$ cat src/rtl/fap_pkg.sv
// package for the field access permission bank
// assumes one clock domain and a simple synchronous register port
package fap_pkg;

  // ---------------------------------------------------------------
  // geometry
  // ---------------------------------------------------------------
  localparam int unsigned FAP_DATA_W = 32;
  localparam int unsigned FAP_ADDR_W = 2;
  localparam int unsigned FAP_NUM_REGS = 4;

  // ---------------------------------------------------------------
  // register indices
  // ---------------------------------------------------------------
  localparam logic [1:0] FAP_IDX_MIXED = 2'h0;
  localparam logic [1:0] FAP_IDX_STAT = 2'h1;
  localparam logic [1:0] FAP_IDX_KEY = 2'h2;
  localparam logic [1:0] FAP_IDX_CFG = 2'h3;

  // ---------------------------------------------------------------
  // permission codes
  // ---------------------------------------------------------------
  typedef enum logic [2:0] {
    FAP_RSV = 3'h0,
    FAP_RO = 3'h1,
    FAP_WO = 3'h2,
    FAP_RW = 3'h3,
    FAP_WRITE_ONCE = 3'h4,
    FAP_READ_WRITE_ONCE = 3'h5
  } fap_perm_t;

  // ---------------------------------------------------------------
  // field layout: one 8-bit field per byte lane, per register
  // ---------------------------------------------------------------
  localparam int unsigned FAP_FIELD_W = 8;
  localparam int unsigned FAP_NUM_FIELDS = 4;
  localparam int unsigned FAP_NUM_SLOTS = FAP_NUM_REGS * FAP_NUM_FIELDS;

  // permission of slot (register * 4 + lane)
  localparam fap_perm_t FAP_PERM_MAP [FAP_NUM_SLOTS] = '{
    FAP_RW, FAP_RO, FAP_WRITE_ONCE, FAP_READ_WRITE_ONCE,
    FAP_RO, FAP_RO, FAP_RSV, FAP_RSV,
    FAP_WO, FAP_WO, FAP_WRITE_ONCE, FAP_WRITE_ONCE,
    FAP_RW, FAP_READ_WRITE_ONCE, FAP_RW, FAP_RSV
  };

  localparam logic [7:0] FAP_FIELD_RST = 8'h00;
  // value returned for unreadable or reserved lanes (arbitrary)
  localparam logic [7:0] FAP_UNDEF_RD = 8'h00;

endpackage : fap_pkg

$ cat src/rtl/fap_bank.sv
// register bank whose fields each enforce an access permission
// assumes a synchronous single-cycle register port, one clock, sync reset
`timescale 1ns/10ps
`default_nettype none
// Notes on behaviour
// RULE1: hardware enforces each field's own permission
// RULE2: read-only returns value, writes are discarded
// RULE3: write-only accepts writes, reads undefined
// RULE4: read-write: unlimited writes and reads
// RULE5: write-once: first write per reset, reads undefined
// RULE6: read-write-once: readable, first write only
// RULE7: reserved bits read undefined; software writes zero
// RULE8: mixed register write applies per field
module fap_bank
  import fap_pkg::*;
(
  // clock and reset
  input wire logic ref_clk_i,
  input wire logic rst_n_i,
  // register port
  input wire logic req_i,
  input wire logic we_i,
  input wire logic [1:0] addr_i,
  input wire logic [31:0] wdata_i,
  output logic ack_o,
  output logic [31:0] rdata_o,
  // hardware status feeding read-only fields
  input wire logic [31:0] hw_status_i,
  // field values seen by the surrounding logic
  output logic [127:0] field_val_o,
  output logic [15:0] field_locked_o
);

  typedef struct packed {
    logic ack;
    logic [31:0] rdata;
  } fap_bstate_t;

  fap_bstate_t st_q, st_d;
  logic [7:0] field_rd [FAP_NUM_SLOTS];
  logic [31:0] rd_word;

  // ---------------------------------------------------------------
  // per-field instances
  // ---------------------------------------------------------------
  for (genvar g = 0; g < FAP_NUM_SLOTS; g++) begin : g_field
    localparam int unsigned REG = g / FAP_NUM_FIELDS;
    localparam int unsigned LANE = g % FAP_NUM_FIELDS;
    logic hit;
    // each lane decides alone, so one write can be partly taken
    assign hit = req_i && we_i && (addr_i == REG[1:0]); // RULE8 RULE1
    fap_field #(
      .PERM(FAP_PERM_MAP[g])
    ) u_field (
      .ref_clk_i(ref_clk_i),
      .rst_n_i(rst_n_i),
      .wr_i(hit),
      .wdata_i(wdata_i[LANE*FAP_FIELD_W +: FAP_FIELD_W]),
      .hw_val_i(hw_status_i[LANE*FAP_FIELD_W +: FAP_FIELD_W]),
      .rdata_o(field_rd[g]),
      .value_o(field_val_o[g*FAP_FIELD_W +: FAP_FIELD_W]),
      .locked_o(field_locked_o[g])
    );
  end

  // ---------------------------------------------------------------
  // read mux and answer
  // ---------------------------------------------------------------
  always_comb begin
    rd_word = '0;
    for (int l = 0; l < FAP_NUM_FIELDS; l++) begin
      rd_word[l*FAP_FIELD_W +: FAP_FIELD_W] = field_rd[{addr_i, 2'(l)}]; // RULE1
    end
    st_d.ack = req_i;
    st_d.rdata = (req_i && !we_i) ? rd_word : st_q.rdata;
  end

  always_ff @(posedge ref_clk_i) begin
    if (!rst_n_i) begin
      st_q <= '{ack: 1'b0, rdata: 32'h0000_0000};
    end else begin
      st_q <= st_d;
    end
  end

  assign ack_o = st_q.ack;
  assign rdata_o = st_q.rdata;

  // ---------------------------------------------------------------
  // checks
  // ---------------------------------------------------------------
  ack_timing_a: assert property (@(posedge ref_clk_i) disable iff (!rst_n_i)
    req_i |=> ack_o)
    else $error("request not answered next cycle");
  ro_hold_a: assert property (@(posedge ref_clk_i) disable iff (!rst_n_i) // RULE2
    (req_i && we_i && addr_i == FAP_IDX_STAT) |=> field_val_o[39:32] == $past(hw_status_i[7:0]))
    else $error("read-only field took a bus write");
  rsv_read_a: assert property (@(posedge ref_clk_i) disable iff (!rst_n_i) // RULE7
    (req_i && !we_i && addr_i == FAP_IDX_CFG) |=> rdata_o[31:24] == FAP_UNDEF_RD)
    else $error("reserved lane returned data");
  wo_read_a: assert property (@(posedge ref_clk_i) disable iff (!rst_n_i) // RULE3
    (req_i && !we_i && addr_i == FAP_IDX_KEY) |=> rdata_o == {4{FAP_UNDEF_RD}})
    else $error("write-only data leaked on read");
  mixed_write_a: assert property (@(posedge ref_clk_i) disable iff (!rst_n_i) // RULE8
    (req_i && we_i && addr_i == FAP_IDX_MIXED && field_locked_o[2])
      |=> field_val_o[7:0] == $past(wdata_i[7:0]) && $stable(field_val_o[23:16]))
    else $error("mixed write not applied per field");
  w1_read_a: assert property (@(posedge ref_clk_i) disable iff (!rst_n_i) // RULE5
    (req_i && !we_i && addr_i == FAP_IDX_MIXED) |=> rdata_o[23:16] == FAP_UNDEF_RD)
    else $error("write-once field readable");
  ack_pulse_a: assert property (@(posedge ref_clk_i) disable iff (!rst_n_i)
    !req_i |=> !ack_o)
    else $error("answer given without a request");
  rdata_hold_a: assert property (@(posedge ref_clk_i) disable iff (!rst_n_i)
    !(req_i && !we_i) |=> $stable(rdata_o))
    else $error("read data moved without a read");
  rw1_read_a: assert property (@(posedge ref_clk_i) disable iff (!rst_n_i) // RULE6
    (req_i && !we_i && addr_i == FAP_IDX_MIXED) |=> rdata_o[31:24] == $past(field_val_o[31:24]))
    else $error("read-write-once field not readable");
  wo_take_a: assert property (@(posedge ref_clk_i) disable iff (!rst_n_i) // RULE3
    (req_i && we_i && addr_i == FAP_IDX_KEY) |=> field_val_o[71:64] == $past(wdata_i[7:0]))
    else $error("write-only field lost a write");
  // reserved lanes store nothing, whatever software writes there
  rsv_hold_a: assert property (@(posedge ref_clk_i) disable iff (!rst_n_i) // RULE7
    field_val_o[63:48] == {2{FAP_FIELD_RST}} && field_val_o[127:120] == FAP_FIELD_RST)
    else $error("reserved lane holds data");

  lock_c: cover property (@(posedge ref_clk_i) disable iff (!rst_n_i)
    field_locked_o[3] ##1 (req_i && we_i && addr_i == FAP_IDX_MIXED));
  rd_c: cover property (@(posedge ref_clk_i) disable iff (!rst_n_i)
    (req_i && we_i) ##1 (req_i && !we_i));
  ro_c: cover property (@(posedge ref_clk_i) disable iff (!rst_n_i)
    req_i && we_i && addr_i == FAP_IDX_STAT);
  key_lock_c: cover property (@(posedge ref_clk_i) disable iff (!rst_n_i)
    field_locked_o[10] && req_i && we_i && addr_i == FAP_IDX_KEY);
  cfg_rd_c: cover property (@(posedge ref_clk_i) disable iff (!rst_n_i)
    field_locked_o[13] && req_i && !we_i && addr_i == FAP_IDX_CFG);

endmodule : fap_bank
`default_nettype wire

$ cat src/rtl/fap_field.sv
// one register field with its hardware-enforced access permission
// assumes writes and reads are single-cycle strobes from the parent
`timescale 1ns/10ps
`default_nettype none
module fap_field
  import fap_pkg::*;
#(
  parameter fap_perm_t PERM = FAP_RW
) (
  // clock and reset
  input wire logic ref_clk_i,
  input wire logic rst_n_i,
  // write side
  input wire logic wr_i,
  input wire logic [7:0] wdata_i,
  // hardware value for read-only fields
  input wire logic [7:0] hw_val_i,
  // read side
  output logic [7:0] rdata_o,
  output logic [7:0] value_o,
  output logic locked_o
);

  typedef struct packed {
    logic [7:0] val;
    logic locked;
  } fap_fstate_t;

  fap_fstate_t st_q, st_d;
  logic accept;

  // ---------------------------------------------------------------
  // next state
  // ---------------------------------------------------------------
  always_comb begin
    st_d = st_q;
    accept = 1'b0;
    unique case (PERM)
      FAP_RO: st_d.val = hw_val_i; // RULE2
      FAP_WO, FAP_RW: accept = wr_i; // RULE3 RULE4
      FAP_WRITE_ONCE, FAP_READ_WRITE_ONCE: accept = wr_i && !st_q.locked; // RULE5 RULE6
      default: accept = 1'b0; // reserved bits hold nothing
    endcase
    if (accept) begin
      st_d.val = wdata_i;
      st_d.locked = 1'b1;
    end
  end

  // reset re-arms the once-only lock
  always_ff @(posedge ref_clk_i) begin
    if (!rst_n_i) begin
      st_q <= '{val: FAP_FIELD_RST, locked: 1'b0};
    end else begin
      st_q <= st_d;
    end
  end

  // ---------------------------------------------------------------
  // read view
  // ---------------------------------------------------------------
  always_comb begin
    unique case (PERM)
      FAP_RO, FAP_RW, FAP_READ_WRITE_ONCE: rdata_o = st_q.val; // RULE2 RULE4 RULE6
      default: rdata_o = FAP_UNDEF_RD; // RULE3 RULE5 RULE7
    endcase
  end

  assign value_o = st_q.val;
  assign locked_o = st_q.locked;

  // ---------------------------------------------------------------
  // checks
  // ---------------------------------------------------------------
  once_lock_a: assert property (@(posedge ref_clk_i) disable iff (!rst_n_i) // RULE5
    ((PERM == FAP_WRITE_ONCE || PERM == FAP_READ_WRITE_ONCE) && st_q.locked)
      |=> $stable(st_q.val))
    else $error("once field changed after lock");
  once_take_a: assert property (@(posedge ref_clk_i) disable iff (!rst_n_i) // RULE6
    ((PERM == FAP_READ_WRITE_ONCE) && !st_q.locked && wr_i)
      |=> (st_q.val == $past(wdata_i)) && st_q.locked)
    else $error("first once write not taken");
  rw_take_a: assert property (@(posedge ref_clk_i) disable iff (!rst_n_i) // RULE4
    ((PERM == FAP_RW) && wr_i) |=> rdata_o == $past(wdata_i))
    else $error("read-write field lost a write");

endmodule : fap_field
`default_nettype wire

$ cat config.mk
export PLATFORM = sky130hd
export DESIGN_NAME = fap_bank
export DESIGN_NICKNAME = d
export VERILOG_FILES = /design/src/rtl/fap_pkg.sv /design/src/rtl/fap_bank.sv /design/src/rtl/fap_field.sv
export SDC_FILE = /design/constraint.sdc
export NUM_CORES = 1
export LEC_CHECK = 0
export ABC_AREA = 1
export BUFFER_PORTS_ARGS = -buffer_cell sky130_fd_sc_hd__buf_2
export CAP_MARGIN = 25
export CELL_PAD_IN_SITES_DETAIL_PLACEMENT = 1
export CELL_PAD_IN_SITES_GLOBAL_PLACEMENT = 2
export CORE_MARGIN = 2
export CORE_UTILIZATION = 30
export CTS_BUF_LIST = sky130_fd_sc_hd__clkbuf_8
export DETAILED_ROUTE_END_ITERATION = 10
export GPL_TIMING_DRIVEN = 0
export PLACE_DENSITY = 0.95
export SLEW_MARGIN = 25
export SYNTH_ARGS = -nofsm -noshare
export SYNTH_HDL_FRONTEND = slang
export SYNTH_HIERARCHICAL = 1
export SYNTH_SLANG_ARGS = --single-unit
$ cat constraint.sdc
create_clock -name ref_clk_i -period 4.3 [get_ports ref_clk_i]
set_clock_uncertainty 0.1 [all_clocks]
set_input_delay 0.86 -clock ref_clk_i [delete_from_list [all_inputs] [get_ports ref_clk_i]]
set_output_delay 0.86 -clock ref_clk_i [all_outputs]
set_load 0.05 [all_outputs]
======== After elaboration in Yosys (flattened, before gate mapping) ========
Cells that the tools add are included.
word-level totals
  flip-flop bits (word level) ............. 137
  bits of input ports ..................... 70
  word-level logic and storage cells ...... 61
cells by class
  order comparisons ....................... 4
  equal/unequal tests ..................... 2
  multiplexer cells ....................... 12
  bitwise gates (word level) .............. 4
  reduce and logical (&&, ||, !) cells .... 17
operator list
  cell                                                      count
  binary-select mux 8 bit (select 4 bit)                    4
  two-way mux 8 bit                                         8
  greater-or-equal comparator 5 bit, second input constant  4
  NOT 4 -> 5 bit                                            4
  logical AND 1 bit                                         10
  zero test 1 bit                                           6
  equality test 2 bit, second input constant                2
  zero test 2 bit                                           1

======== Depth between registers and ports, before layout ========
Gate-level depths: netlist (run 1).
  word-level depth ........................ 4
  gate-level depth with buffers ........... 8

======== By module ========
The synthesis (run 1) kept the hierarchy.
by module, submodules not included
  module                                times used  cells an instance  area an instance (um2)  sequential area each (um2)
  fap_bank                              1           365                2144.6                  660.6
  fap_field at g_field[10].u_field ...  3           64                 446.7                   180.2
  fap_field at g_field[0].u_field ...   3           61                 440.4                   180.2
  fap_field at g_field[1].u_field ...   3           35                 296.5                   160.2
  fap_field at g_field[8].u_field ...   2           62                 444.2                   180.2
  fap_field at g_field[13].u_field ...  2           63                 442.9                   180.2
  fap_field at g_field[15].u_field ...  3           18                 131.4                   0.0

======== Worst setup path after synthesis (run 1) ========
No wires, ideal clock.
  path kind ............................... in2reg
  start point ............................. input port addr_i[0]
  end point ............................... register g_field[10].u_field.st_q, in the netlist g_field[10].u_field/value_o[0]
  arrival time ............................ 2.206 ns
  data required time ...................... 4.136 ns
  slack ................................... 1.930 ns
  stages .................................. 8
  cell sequence ........................... buf_4 buf_2 nor3_1 buf_6 inv_2 nor2_4 nor2_1 nor2_1
between the ends
  word-level cells in the longest chain between the ends .. 3
RTL lines
  what                  RTL line         source
  start, declared       fap_bank.sv:23   input wire logic [1:0] addr_i,
  equality test 2 bit   fap_bank.sv:51   assign hit = req_i && we_i && (addr_i == REG[1:0]);
  logical AND 1 bit     fap_bank.sv:51
  via g_field[10].hit   fap_bank.sv:49   logic hit;
  logical AND 1 bit     fap_field.sv:41  FAP_WRITE_ONCE, FAP_READ_WRITE_ONCE: accept = wr_i && !st_q.locked;
  end signal, assigned  fap_field.sv:53  st_q <= '{val: FAP_FIELD_RST, locked: 1'b0};
  end signal, assigned  fap_field.sv:55  st_q <= st_d;
  end, declared         fap_field.sv:29  fap_fstate_t st_q, st_d;
The timed path passes the listed nets, and every way through them passes these cells.
A chain may end at the register's enable or synchronous reset.

======== Final worst setup path (run 1) ========
  start point ............................. input port addr_i[1]
  end point ............................... register g_field[13].u_field.st_q, in the netlist g_field[13].u_field/rdata_o[5]
between the ends
  word-level cells in the longest chain between the ends .. 3
RTL lines
  what                  RTL line
  equality test 2 bit   -
  logical AND 1 bit     -
  via g_field[12].hit   fap_bank.sv:49
  logical AND 1 bit     fap_field.sv:41
  end signal, assigned  fap_field.sv:53
  end signal, assigned  fap_field.sv:55
  end, declared         fap_field.sv:29
The timed path passes the listed nets, and every way through them passes these cells.

==> results.py, run 1 <==
metrics = {
    "worst_setup_path": {
        "setup.worst_path.class": "input port to flop",
        "crit_path_end_kind": "flop",
        "rrSetupSlack_ps": 3270,
        "path_max_fanout": 10,
        "crit-reg2reg-capture": "g_field[2].u_field/value_o[1]$_SDFFE_PN0P_",
        "reg2reg_from": "g_field[2].u_field/locked_o$_SDFFE_PN0P_",
        "worstSetupStartpoint": "addr_i[1]",
        "timing.critical_path.required_ps": 4580,
        "depth_of_the_worst_register_to_register_path": 4,
        "critical_path_source_type": "input port",
        "worst-endpoint-arrival_ps": 2770,
        "timing.critical_path.to": "g_field[13].u_field/rdata_o[5]$_SDFFE_PN0P_",
    },
    "layout": {
        "n_antenna_cell": 0,
        "syn2layout_area_growth_pct": 27.42,
        "fillCellCount": 3419,
        "post_route_cells_drive_above_1_share": 0.3092,
        "num-nets-final": 1521,
    },
    "clock_tree": {
        "postCtsHoldBufs": 0,
        "post_cts_resize_count": 0,
        "htree_num_levels": 4,
        "clkLatencyLatePin_ps": 450,
        "clkTransAtPathRegs_ps": 80,
        "cts_made_buffers": 17,
        "postCtsSetupRepairBufs": 0,
        "max_root_sink_buffers": 2,
        "cts.root.buffer_cell": "sky130_fd_sc_hd__clkbuf_8",
        "sink_count_of_the_clock_tree": 147,
        "tritoncts": "yes",
    },
    "grt": {
        "grt_overflow": 0,
        "first_global_vias": 7564,
        "grt_antenna_before_repair": 0,
        "grt_start_max_net_pins": 20,
        "global_route_wire_length_before_repair_um": 40130,
        "grt_usage": 0.1842,
    },
    "sta": {
        "hold_viol": 0,
        "finalWorstSetupSlack_ps": 1808,
        "unrepaired_setup_endpoints_after_global_routing": "false",
        "maxSlewViolCount": 0,
        "min_period_ps": 2492,
        "setup_total_negative_slack_ps": 0,
        "holdWs_ps": 358.9,
        "slew_headroom": 0.4143,
        "tightest_pin_transition_ps": 871.9,
        "fmax_ghz": 0.4013,
        "finalSetupViolCount": 0,
        "min_period_over_period": 0.5795,
    },
    "power": {
        "cellLeakagePower_uw": 0.005608,
        "power.ir.vdd_worst_uv": 197.1,
        "power_density_mw_per_mm2": 338.1,
    },
    "die": {
        "floorplan.core_area_sq_mm": 0.02591,
        "die_w_um": 165.9,
        "pin_count": 247,
        "start_util": 0.3033,
        "die_height_um": 165.9,
        "std_cell_rows": 59,
        "die_area_sq_mm": 0.02751,
    },
    "place": {
        "gpl.final_weighted_congestion": 0.7954,
        "buffer_ports.inserted": 200,
        "detailedPlacementHpwl_um": 19900,
        "pre_cts_ws_ps": 1331,
    },
    "min_path": {
        "min_delay_path_depth": 1,
        "kind_of_path_behind_the_tightest_hold_check": "flop to flop",
        "worst_hold_startpoint": "g_field[8].u_field/locked_o$_SDFFE_PN0P_",
    },
    "detailed_routing": {
        "wirelength_um": 25300,
        "initialDrtViolationCount": 278,
        "drtPass1Iterations": 4,
        "avgViaCountPerCell": 4.157,
        "avgRoutedWirePerCell_um": 14.08,
        "detail-route-antenna-nets": 0,
        "route.vias.total": 7471,
        "detail_route.drc_violations": 0,
    },
    "synth": {
        "synth_area_sq_mm": 0.007859,
        "yosys_warnings": 6,
        "syn_avg_cell_area_sq_um": 6.846,
        "syn_inst": 1148,
    },
    "outcome": {
        "outcome": "complete, no violations",
    },
    "job": {
        "cap_viol_max_count": 0,
    },
}
==> worst max-delay path, stage by stage <==
cell	delay, ps
sky130_fd_sc_hd__buf_2	160
sky130_fd_sc_hd__inv_2	90
sky130_fd_sc_hd__clkbuf_1	250
sky130_fd_sc_hd__nor3_1	770
sky130_fd_sc_hd__buf_6	230
sky130_fd_sc_hd__inv_2	50
sky130_fd_sc_hd__nor2_4	180
sky130_fd_sc_hd__nor2_1	70
sky130_fd_sc_hd__nor2_1	110
==> layout make-up <==
class	count	area, sq um	share of cell area
Buffer	218	1628	0.1626
Clock buffer	18	247.7	0.02474
Clock inverter	12	157.7	0.01574
Inverter	118	442.9	0.04423
Multi-Input combinational cell	748	3167	0.3163
Sequential cell	147	2943	0.2939
Tap cell	335	419.2	0.04186
Timing Repair Buffer	201	1008	0.1007
==> power breakdown <==
part | internal (uW) | switching, uW
Clock | 586 | 571
Sequential | 1420 | 44.2
Combinational | 239 | 523
==> layer usage <==
layer | GRT usage | part of all wire | vias up
met5 | 0 | 0 | -
met4 | 0.06163 | 0.025 | 0
met3 | 0.03956 | 0.049 | 33
met2 | 0.3177 | 0.48 | 161
met1 | 0.2281 | 0.45 | 3419
li1 | - | - | 3858
==> registers in the layout (all words and copies together), names as in the netlist <==
signal and count:
g_field.u_field/rdata_o 64, g_field.u_field/value_o 40, rdata_o 32, g_field.u_field/locked_o 10
ack_o 1
==> worst min path at each step <==
stage	endpoint
3_5_place_dp	g_field[14].u_field/locked_o$_SDFFE_PN0P_
3_3_place_gp	g_field[12].u_field/locked_o$_SDFFE_PN0P_
5_1_grt	g_field[8].u_field/locked_o$_SDFFE_PN0P_
6_report	g_field[8].u_field/locked_o$_SDFFE_PN0P_
4_1_cts	g_field[8].u_field/locked_o$_SDFFE_PN0P_
2_1_floorplan	g_field[0].u_field/rdata_o[6]$_SDFFE_PN0P_
==> cell usage in the layout (no fill, tap or decap) <==
cell	n
sky130_fd_sc_hd__inv_2	7
sky130_fd_sc_hd__nor2_4	6
sky130_fd_sc_hd__o21ai_1	5
sky130_fd_sc_hd__nand3_1	168
sky130_fd_sc_hd__nand2_1	205
sky130_fd_sc_hd__clkbuf_1	15
sky130_fd_sc_hd__buf_8	5
sky130_fd_sc_hd__nor3_1	1
sky130_fd_sc_hd__clkinv_4	3
sky130_fd_sc_hd__buf_6	10
sky130_fd_sc_hd__buf_2	222
sky130_fd_sc_hd__buf_1	1
sky130_fd_sc_hd__inv_6	2
sky130_fd_sc_hd__nand2_2	5
sky130_fd_sc_hd__o21a_1	10
sky130_fd_sc_hd__bufinv_16	3
sky130_fd_sc_hd__buf_4	161
sky130_fd_sc_hd__clkinvlp_4	2
sky130_fd_sc_hd__inv_1	112
sky130_fd_sc_hd__clkinv_2	1
sky130_fd_sc_hd__dfxtp_1	147
sky130_fd_sc_hd__clkbuf_8	23
sky130_fd_sc_hd__conb_1	94
sky130_fd_sc_hd__o21ai_0	27
sky130_fd_sc_hd__nor3_2	2
sky130_fd_sc_hd__nor2_1	225
==> through the flow <==
stage | util | cells | power, uW | area (sq um)
after global placement | 0.3701 | 1766 | 2249 | 9590
after global routing | 0.3865 | 1797 | 3547 | 10010
after detailed placement | 0.3708 | 1767 | 2260 | 9608
final | 0.3865 | 1797 | 3386 | 10010
after CTS | 0.3865 | 1797 | 3423 | 10010
after floorplan | - | 1231 | 2072 | 8170
Power figures use the tool's default switching activity.
==> run 2, diff against run 1 <==
ABC_AREA = 0   (was 1)
CORE_UTILIZATION = 28   (was 30)
PLACE_DENSITY = 0.86   (was 0.95)
clock period = 2 ns   (was 4.3 ns; I/O delays follow)
==> run 2 against run 1 <==
Routed wire length fell by 21%. Area after synthesis shrank 6.4%. Design area shrank 5.3%. Non-clock buffer count is 24 lower.
==> results.py, run 2 <==
metrics = {
    "grt": {
        "grt_start_max_net_pins": 79,
        "grt_antenna_before_repair": 0,
        "global_route_wire_length_before_repair_um": 31570,
        "first_global_vias": 5760,
        "grt_usage": 0.1450,
        "grt_overflow": 0,
    },
    "power": {
        "cell_internal_pwr_uw": 4549,
        "power_density_mw_per_mm2": 711.5,
        "netSwitchingPower_uw": 2200,
        "power.ir.vdd_worst_uv": 390.5,
        "cellLeakagePower_uw": 0.004948,
        "combPwrFrac": 0.191,
        "clkPwrFrac": 0.352,
        "sequentialPowerShare": 0.456,
        "switching_share": 0.3260,
    },
    "clock_tree": {
        "tritoncts": "yes",
        "max_root_sink_buffers": 2,
        "cts_made_buffers": 17,
        "post_cts_resize_count": 1,
        "clkLatencyLatePin_ps": 460,
        "sink_count_of_the_clock_tree": 147,
        "postCtsHoldBufs": 0,
        "clkTransAtPathRegs_ps": 90,
        "cts.root.buffer_cell": "sky130_fd_sc_hd__clkbuf_8",
        "htree_num_levels": 4,
        "postCtsSetupRepairBufs": 0,
    },
    "layout": {
        "largest_register_ff_count": 64,
        "post_route_cells_drive_above_1_share": 0.4155,
        "n_antenna_cell": 0,
        "most_frequent_cells_in_the_layout": "sky130_fd_sc_hd__buf_2, sky130_fd_sc_hd__buf_4, sky130_fd_sc_hd__dfxtp_1",
        "num-nets-final": 1104,
        "finish.utilization": 0.3661,
        "mostFrequentLayoutCell": "sky130_fd_sc_hd__buf_2",
        "syn2layout_area_growth_pct": 29.02,
    },
    "worst_setup_path": {
        "critical_path_source_type": "flop",
        "setup.worst_path.class": "flop to output pin",
        "worst-endpoint-arrival_ps": 1250,
        "timing.critical_path.required_ps": 1500,
        "worst_path_max_delay_cell": "sky130_fd_sc_hd__dfxtp_1",
        "crit_path_end_kind": "output pin",
        "cp_top_family": "flip-flops",
        "chain_of_cells_forming_the_critical_path": "buf_4, buf_2",
        "path_max_fanout": 3,
        "critPathMaxStageDelay_ps": 420,
        "critical_path.n_buffers_inverters": 2,
        "rrSetupSlack_ps": 950,
    },
    "die": {
        "start_util": 0.2837,
        "std_cell_rows": 59,
        "die_w_um": 166.0,
        "pin_count": 247,
        "die_height_um": 166.0,
        "die_area_sq_mm": 0.02757,
        "floorplan.core_area_sq_mm": 0.02591,
    },
    "synth": {
        "syn_inst": 733,
        "yosys_warnings": 6,
        "synth_area_sq_mm": 0.007352,
        "syn_avg_cell_area_sq_um": 10.03,
    },
    "detailed_routing": {
        "route.vias.total": 5566,
        "drtPass1Iterations": 4,
        "wirelength_um": 19990,
        "initialDrtViolationCount": 171,
        "detail-route-antenna-nets": 0,
        "avgRoutedWirePerCell_um": 14.46,
        "avgViaCountPerCell": 4.027,
        "detail_route.drc_violations": 0,
    },
    "sta": {
        "finalSetupViolCount": 0,
        "fmax_ghz": 0.5701,
        "unrepaired_setup_endpoints_after_global_routing": "false",
        "hold_viol": 0,
        "min_period_over_period": 0.8770,
        "min_period_ps": 1754,
        "tightest_pin_transition_ps": 759.5,
        "slew_headroom": 0.4936,
        "setup_total_negative_slack_ps": 0,
        "maxSlewViolCount": 0,
    },
    "place": {
        "detailedPlacementHpwl_um": 14980,
        "buffer_ports.inserted": 199,
        "gpl.final_weighted_congestion": 0.7752,
    },
    "outcome": {
        "outcome": "complete, no violations",
    },
    "job": {
        "cap_viol_max_count": 0,
    },
    "min_path": {
        "kind_of_path_behind_the_tightest_hold_check": "input port to flop",
    },
}
==> run 2: path summary, 6_finish.rpt <==
kind,startpoint,end,cells after the start
setup / recovery,g_field[3].u_field/rdata_o[7]$_SDFFE_PN0P_,field_val_o[31],2
setup reg to reg,g_field[13].u_field/rdata_o[5]$_SDFFE_PN0P_,rdata_o[13]$_SDFFE_PN0P_,3
hold reg to reg,rdata_o[6]$_SDFFE_PN0P_,rdata_o[6]$_SDFFE_PN0P_,1
hold / removal,hw_status_i[0],g_field[4].u_field/rdata_o[0]$_SDFF_PN0_,2
==> run 2: metal layers <==
layer | GRT usage | wire length, um | vias to the layer above
met5 | 0 | 0 | -
met4 | 0.04537 | 264 | 0
met3 | 0.04171 | 1266 | 12
met2 | 0.2464 | 9550 | 150
met1 | 0.1773 | 8903 | 2617
li1 | - | - | 2787
==> run 2: stage by stage <==
step                      worst slack [ps]  instance area (sq um)  power, uW  instances  hold WS (ps)
after global placement              -850.7                   9084       4434       1350         329.3
after floorplan                      108.4                   7669       4149        816         347.5
after global routing                 59.23                   9485       7077       1382         13.85
after detailed placement            -517.8                   9091       4447       1350         335.4
final                                246.1                   9485       6749       1382         42.50
after CTS                            161.7                   9485       6870       1382         7.873
==> run 2: final cells by class <==
type | count | area [sq um]
Fill cell | 3054 | 16430
Multi-Input combinational cell | 471 | 3154
Sequential cell | 147 | 2943
Buffer | 196 | 1575
Timing Repair Buffer | 199 | 998.5
Tap cell | 335 | 419.2
Clock buffer | 18 | 247.7
Clock inverter | 14 | 140.1
Inverter | 2 | 7.507
==> run 2: power by group through the flow <==
stage / sequential [uW] / clock, uW / combinational [uW]
floorplan: 3320 / 0 / 831
global placement: 3150 / 0 / 1290
detailed placement: 3150 / 0 / 1300
CTS: 3080 / 2490 / 1300
global route: 3100 / 2600 / 1380
finish: 3080 / 2380 / 1290
==> run 3, diff against run 2 <==
CORE_ASPECT_RATIO = 1.1   (was not set)
TNS_END_PERCENT = 20   (was not set)
==> run 3 against run 2 <==
Final cell count grew 1.6%. Design area grew 0.61%. Count of clock-buffer cells in the layout is the same. Combinational power is essentially flat. Largest cell class unchanged.
==> results.py, run 3 (synthesis results as in run 2) <==
metrics = {
    "layout": {
        "num-nets-final": 1108,
        "seq_area_sq_mm": 0.002943,
        "multi_input_comb_area_sq_mm": 0.003148,
        "finalInstanceArea_sq_mm": 0.009543,
        "mostFrequentLayoutCell": "sky130_fd_sc_hd__buf_2",
        "fillCellCount": 3087,
        "syn2layout_area_growth_pct": 29.80,
        "post_route_cells_drive_above_1_share": 0.4120,
        "most_frequent_cells_in_the_layout": "sky130_fd_sc_hd__buf_2, sky130_fd_sc_hd__buf_4, sky130_fd_sc_hd__dfxtp_1",
        "finish.utilization": 0.3672,
        "largest_register_ff_count": 64,
    },
    "place": {
        "buffer_ports.inserted": 199,
        "detailed_place.area_sq_mm": 0.009107,
        "gpl.final_weighted_congestion": 0.7420,
        "detailedPlacementHpwl_um": 14970,
    },
    "detailed_routing": {
        "initialDrtViolationCount": 111,
        "avgRoutedWirePerCell_um": 14.22,
        "detail-route-antenna-nets": 0,
        "route.vias.total": 5613,
        "avgViaCountPerCell": 3.998,
        "drtPass1Iterations": 4,
        "wirelength_um": 19960,
        "detail_route.drc_violations": 0,
    },
    "die": {
        "floorplan.core_area_sq_mm": 0.02599,
        "start_util": 0.2829,
        "die_w_um": 158.5,
        "std_cell_rows": 62,
        "pin_count": 247,
        "die_area_sq_mm": 0.02757,
        "die_height_um": 174.0,
    },
    "worst_setup_path": {
        "depth_of_the_worst_register_to_register_path": 3,
        "critPathMaxStageDelay_ps": 620,
        "critical_path_source_type": "input port",
        "worst_path_max_delay_cell": "sky130_fd_sc_hd__nor3_2",
        "worst-path-stages": 8,
        "critical_path.n_buffers_inverters": 5,
        "chain_of_cells_forming_the_critical_path": "buf_6, buf_12, buf_8, inv_2, nor3_2, nor2b_4, buf_6, mux2i_1",
        "cp_top_family": "simple AND/OR/NAND/NOR gates",
        "setup.worst_path.class": "input port to flop",
        "crit_path_end_kind": "flop",
        "path_max_fanout": 10,
        "critical_path.most_common_cell": "sky130_fd_sc_hd__buf_6",
        "rrSetupSlack_ps": 980,
        "worst-endpoint-arrival_ps": 2140,
        "reg2reg_from": "g_field[14].u_field/rdata_o[3]$_SDFFE_PN0P_",
        "timing.critical_path.required_ps": 2270,
        "crit-reg2reg-capture": "rdata_o[19]$_SDFFE_PN0P_",
    },
    "min_path": {
        "min_delay_path_depth": 2,
        "whs_endpoint": "g_field[4].u_field/rdata_o[5]$_SDFF_PN0_",
        "worst_hold_startpoint": "hw_status_i[5]",
        "kind_of_path_behind_the_tightest_hold_check": "input port to flop",
    },
    "sta": {
        "min_period_ps": 1864,
        "fmax_ghz": 0.5366,
        "min_period_over_period": 0.9318,
        "slew_headroom": 0.4872,
        "tightest_pin_transition_ps": 765.0,
        "unrepaired_setup_endpoints_after_global_routing": "false",
        "finalSetupViolCount": 0,
        "hold_viol": 0,
        "maxSlewViolCount": 0,
    },
    "outcome": {
        "outcome": "complete, no violations",
    },
    "clock_tree": {
        "tritoncts": "yes",
        "htree_num_levels": 4,
        "cts.root.buffer_cell": "sky130_fd_sc_hd__clkbuf_8",
        "clkLatencyLatePin_ps": 470,
        "cts_made_buffers": 17,
        "max_root_sink_buffers": 2,
        "clkTransAtPathRegs_ps": 80,
        "sink_count_of_the_clock_tree": 147,
    },
    "grt": {
        "global_route_wire_length_before_repair_um": 31080,
        "grt_antenna_before_repair": 1,
        "grt_start_max_net_pins": 79,
        "grt_overflow": 0,
        "grt_usage": 0.1472,
        "first_global_vias": 5849,
    },
    "power": {
        "cellLeakagePower_uw": 0.004966,
        "power_density_mw_per_mm2": 709.1,
        "power.ir.vdd_worst_uv": 362.5,
    },
    "job": {
        "cap_viol_max_count": 0,
    },
}
-- run 3: changes by cell type in the layout (fill, tap and decap cells not counted) --
cell	change
sky130_fd_sc_hd__clkinvlp_4	+1
sky130_fd_sc_hd__inv_6	-5
sky130_fd_sc_hd__clkinv_2	+2
sky130_fd_sc_hd__inv_8	-1
sky130_fd_sc_hd__nor3_2	+1
sky130_fd_sc_hd__nor3_4	-1
sky130_fd_sc_hd__diode_2	+1
sky130_fd_sc_hd__inv_1	+2
sky130_fd_sc_hd__dlygate4sd3_1	+4
sky130_fd_sc_hd__bufinv_16	+1
-- run 3: routing by layer --
metal | routed length, um | global-route usage | up-vias
li1 | - | - | 2799
met1 | 8437 | 0.1708 | 2647
met2 | 9839 | 0.2538 | 141
met3 | 1139 | 0.03590 | 26
met4 | 541 | 0.06644 | 0
met5 | 0 | 0 | -
-- run 3: per-stage QoR --
stage | power (uW) | setup WS [ps] | setup TNS [ps] | hold slack, ps | cells
finish | 6767 | 136.5 | 0 | 49.14 | 1404
global route | 7087 | 54.15 | 0 | 17.77 | 1404
CTS | 6881 | 102.6 | 0 | 2.399 | 1403
detailed placement | 4445 | -574.7 | -29950 | 333.7 | 1367
global placement | 4434 | -742.2 | -45740 | 329.5 | 1367
floorplan | 4149 | 108.4 | 0 | 347.5 | 816
-- run 3: layout make-up --
cell class / instances / share of cell area
buffer: 196 / 0.1651
clock buffer: 18 / 0.02596
inverter: 2 / 0.0007867
antenna: 1 / 0.0002622
clock inverter: 14 / 0.01468
timing repair buffer: 203 / 0.1088
multi-input combinational: 471 / 0.3299
tap: 352 / 0.04615
sequential: 147 / 0.3084
-- run 3: timing repair --
action	4_1_cts	5_1_grt
hold buffers	4	0
resized for setup	1	0
buffers inserted	0	0
endpoints found under the setup margin	16	0
endpoints found under the hold margin	4	0
-- run 3: how the worst max path moves through the flow --
stage                                                             end      start  slack, ps
after floorplan            g_field[2].u_field/value_o[0]$_SDFFE_PN0P_  addr_i[1]        110
after global placement                       rdata_o[20]$_SDFFE_PN0P_    rst_n_i       -740
after detailed placement   g_field[2].u_field/value_o[0]$_SDFFE_PN0P_  addr_i[1]       -570
after CTS                 g_field[11].u_field/value_o[7]$_SDFFE_PN0P_  addr_i[1]        100
after global routing      g_field[11].u_field/value_o[3]$_SDFFE_PN0P_  addr_i[1]         50
final                     g_field[11].u_field/value_o[7]$_SDFFE_PN0P_  addr_i[1]        140
-- run 3: power breakdown --
part,switching [uW],internal (uW),leakage [uW]
combinational,814,483,0.00358
sequential,59.2,3020,0.00120
clock,1260,1130,0.000186
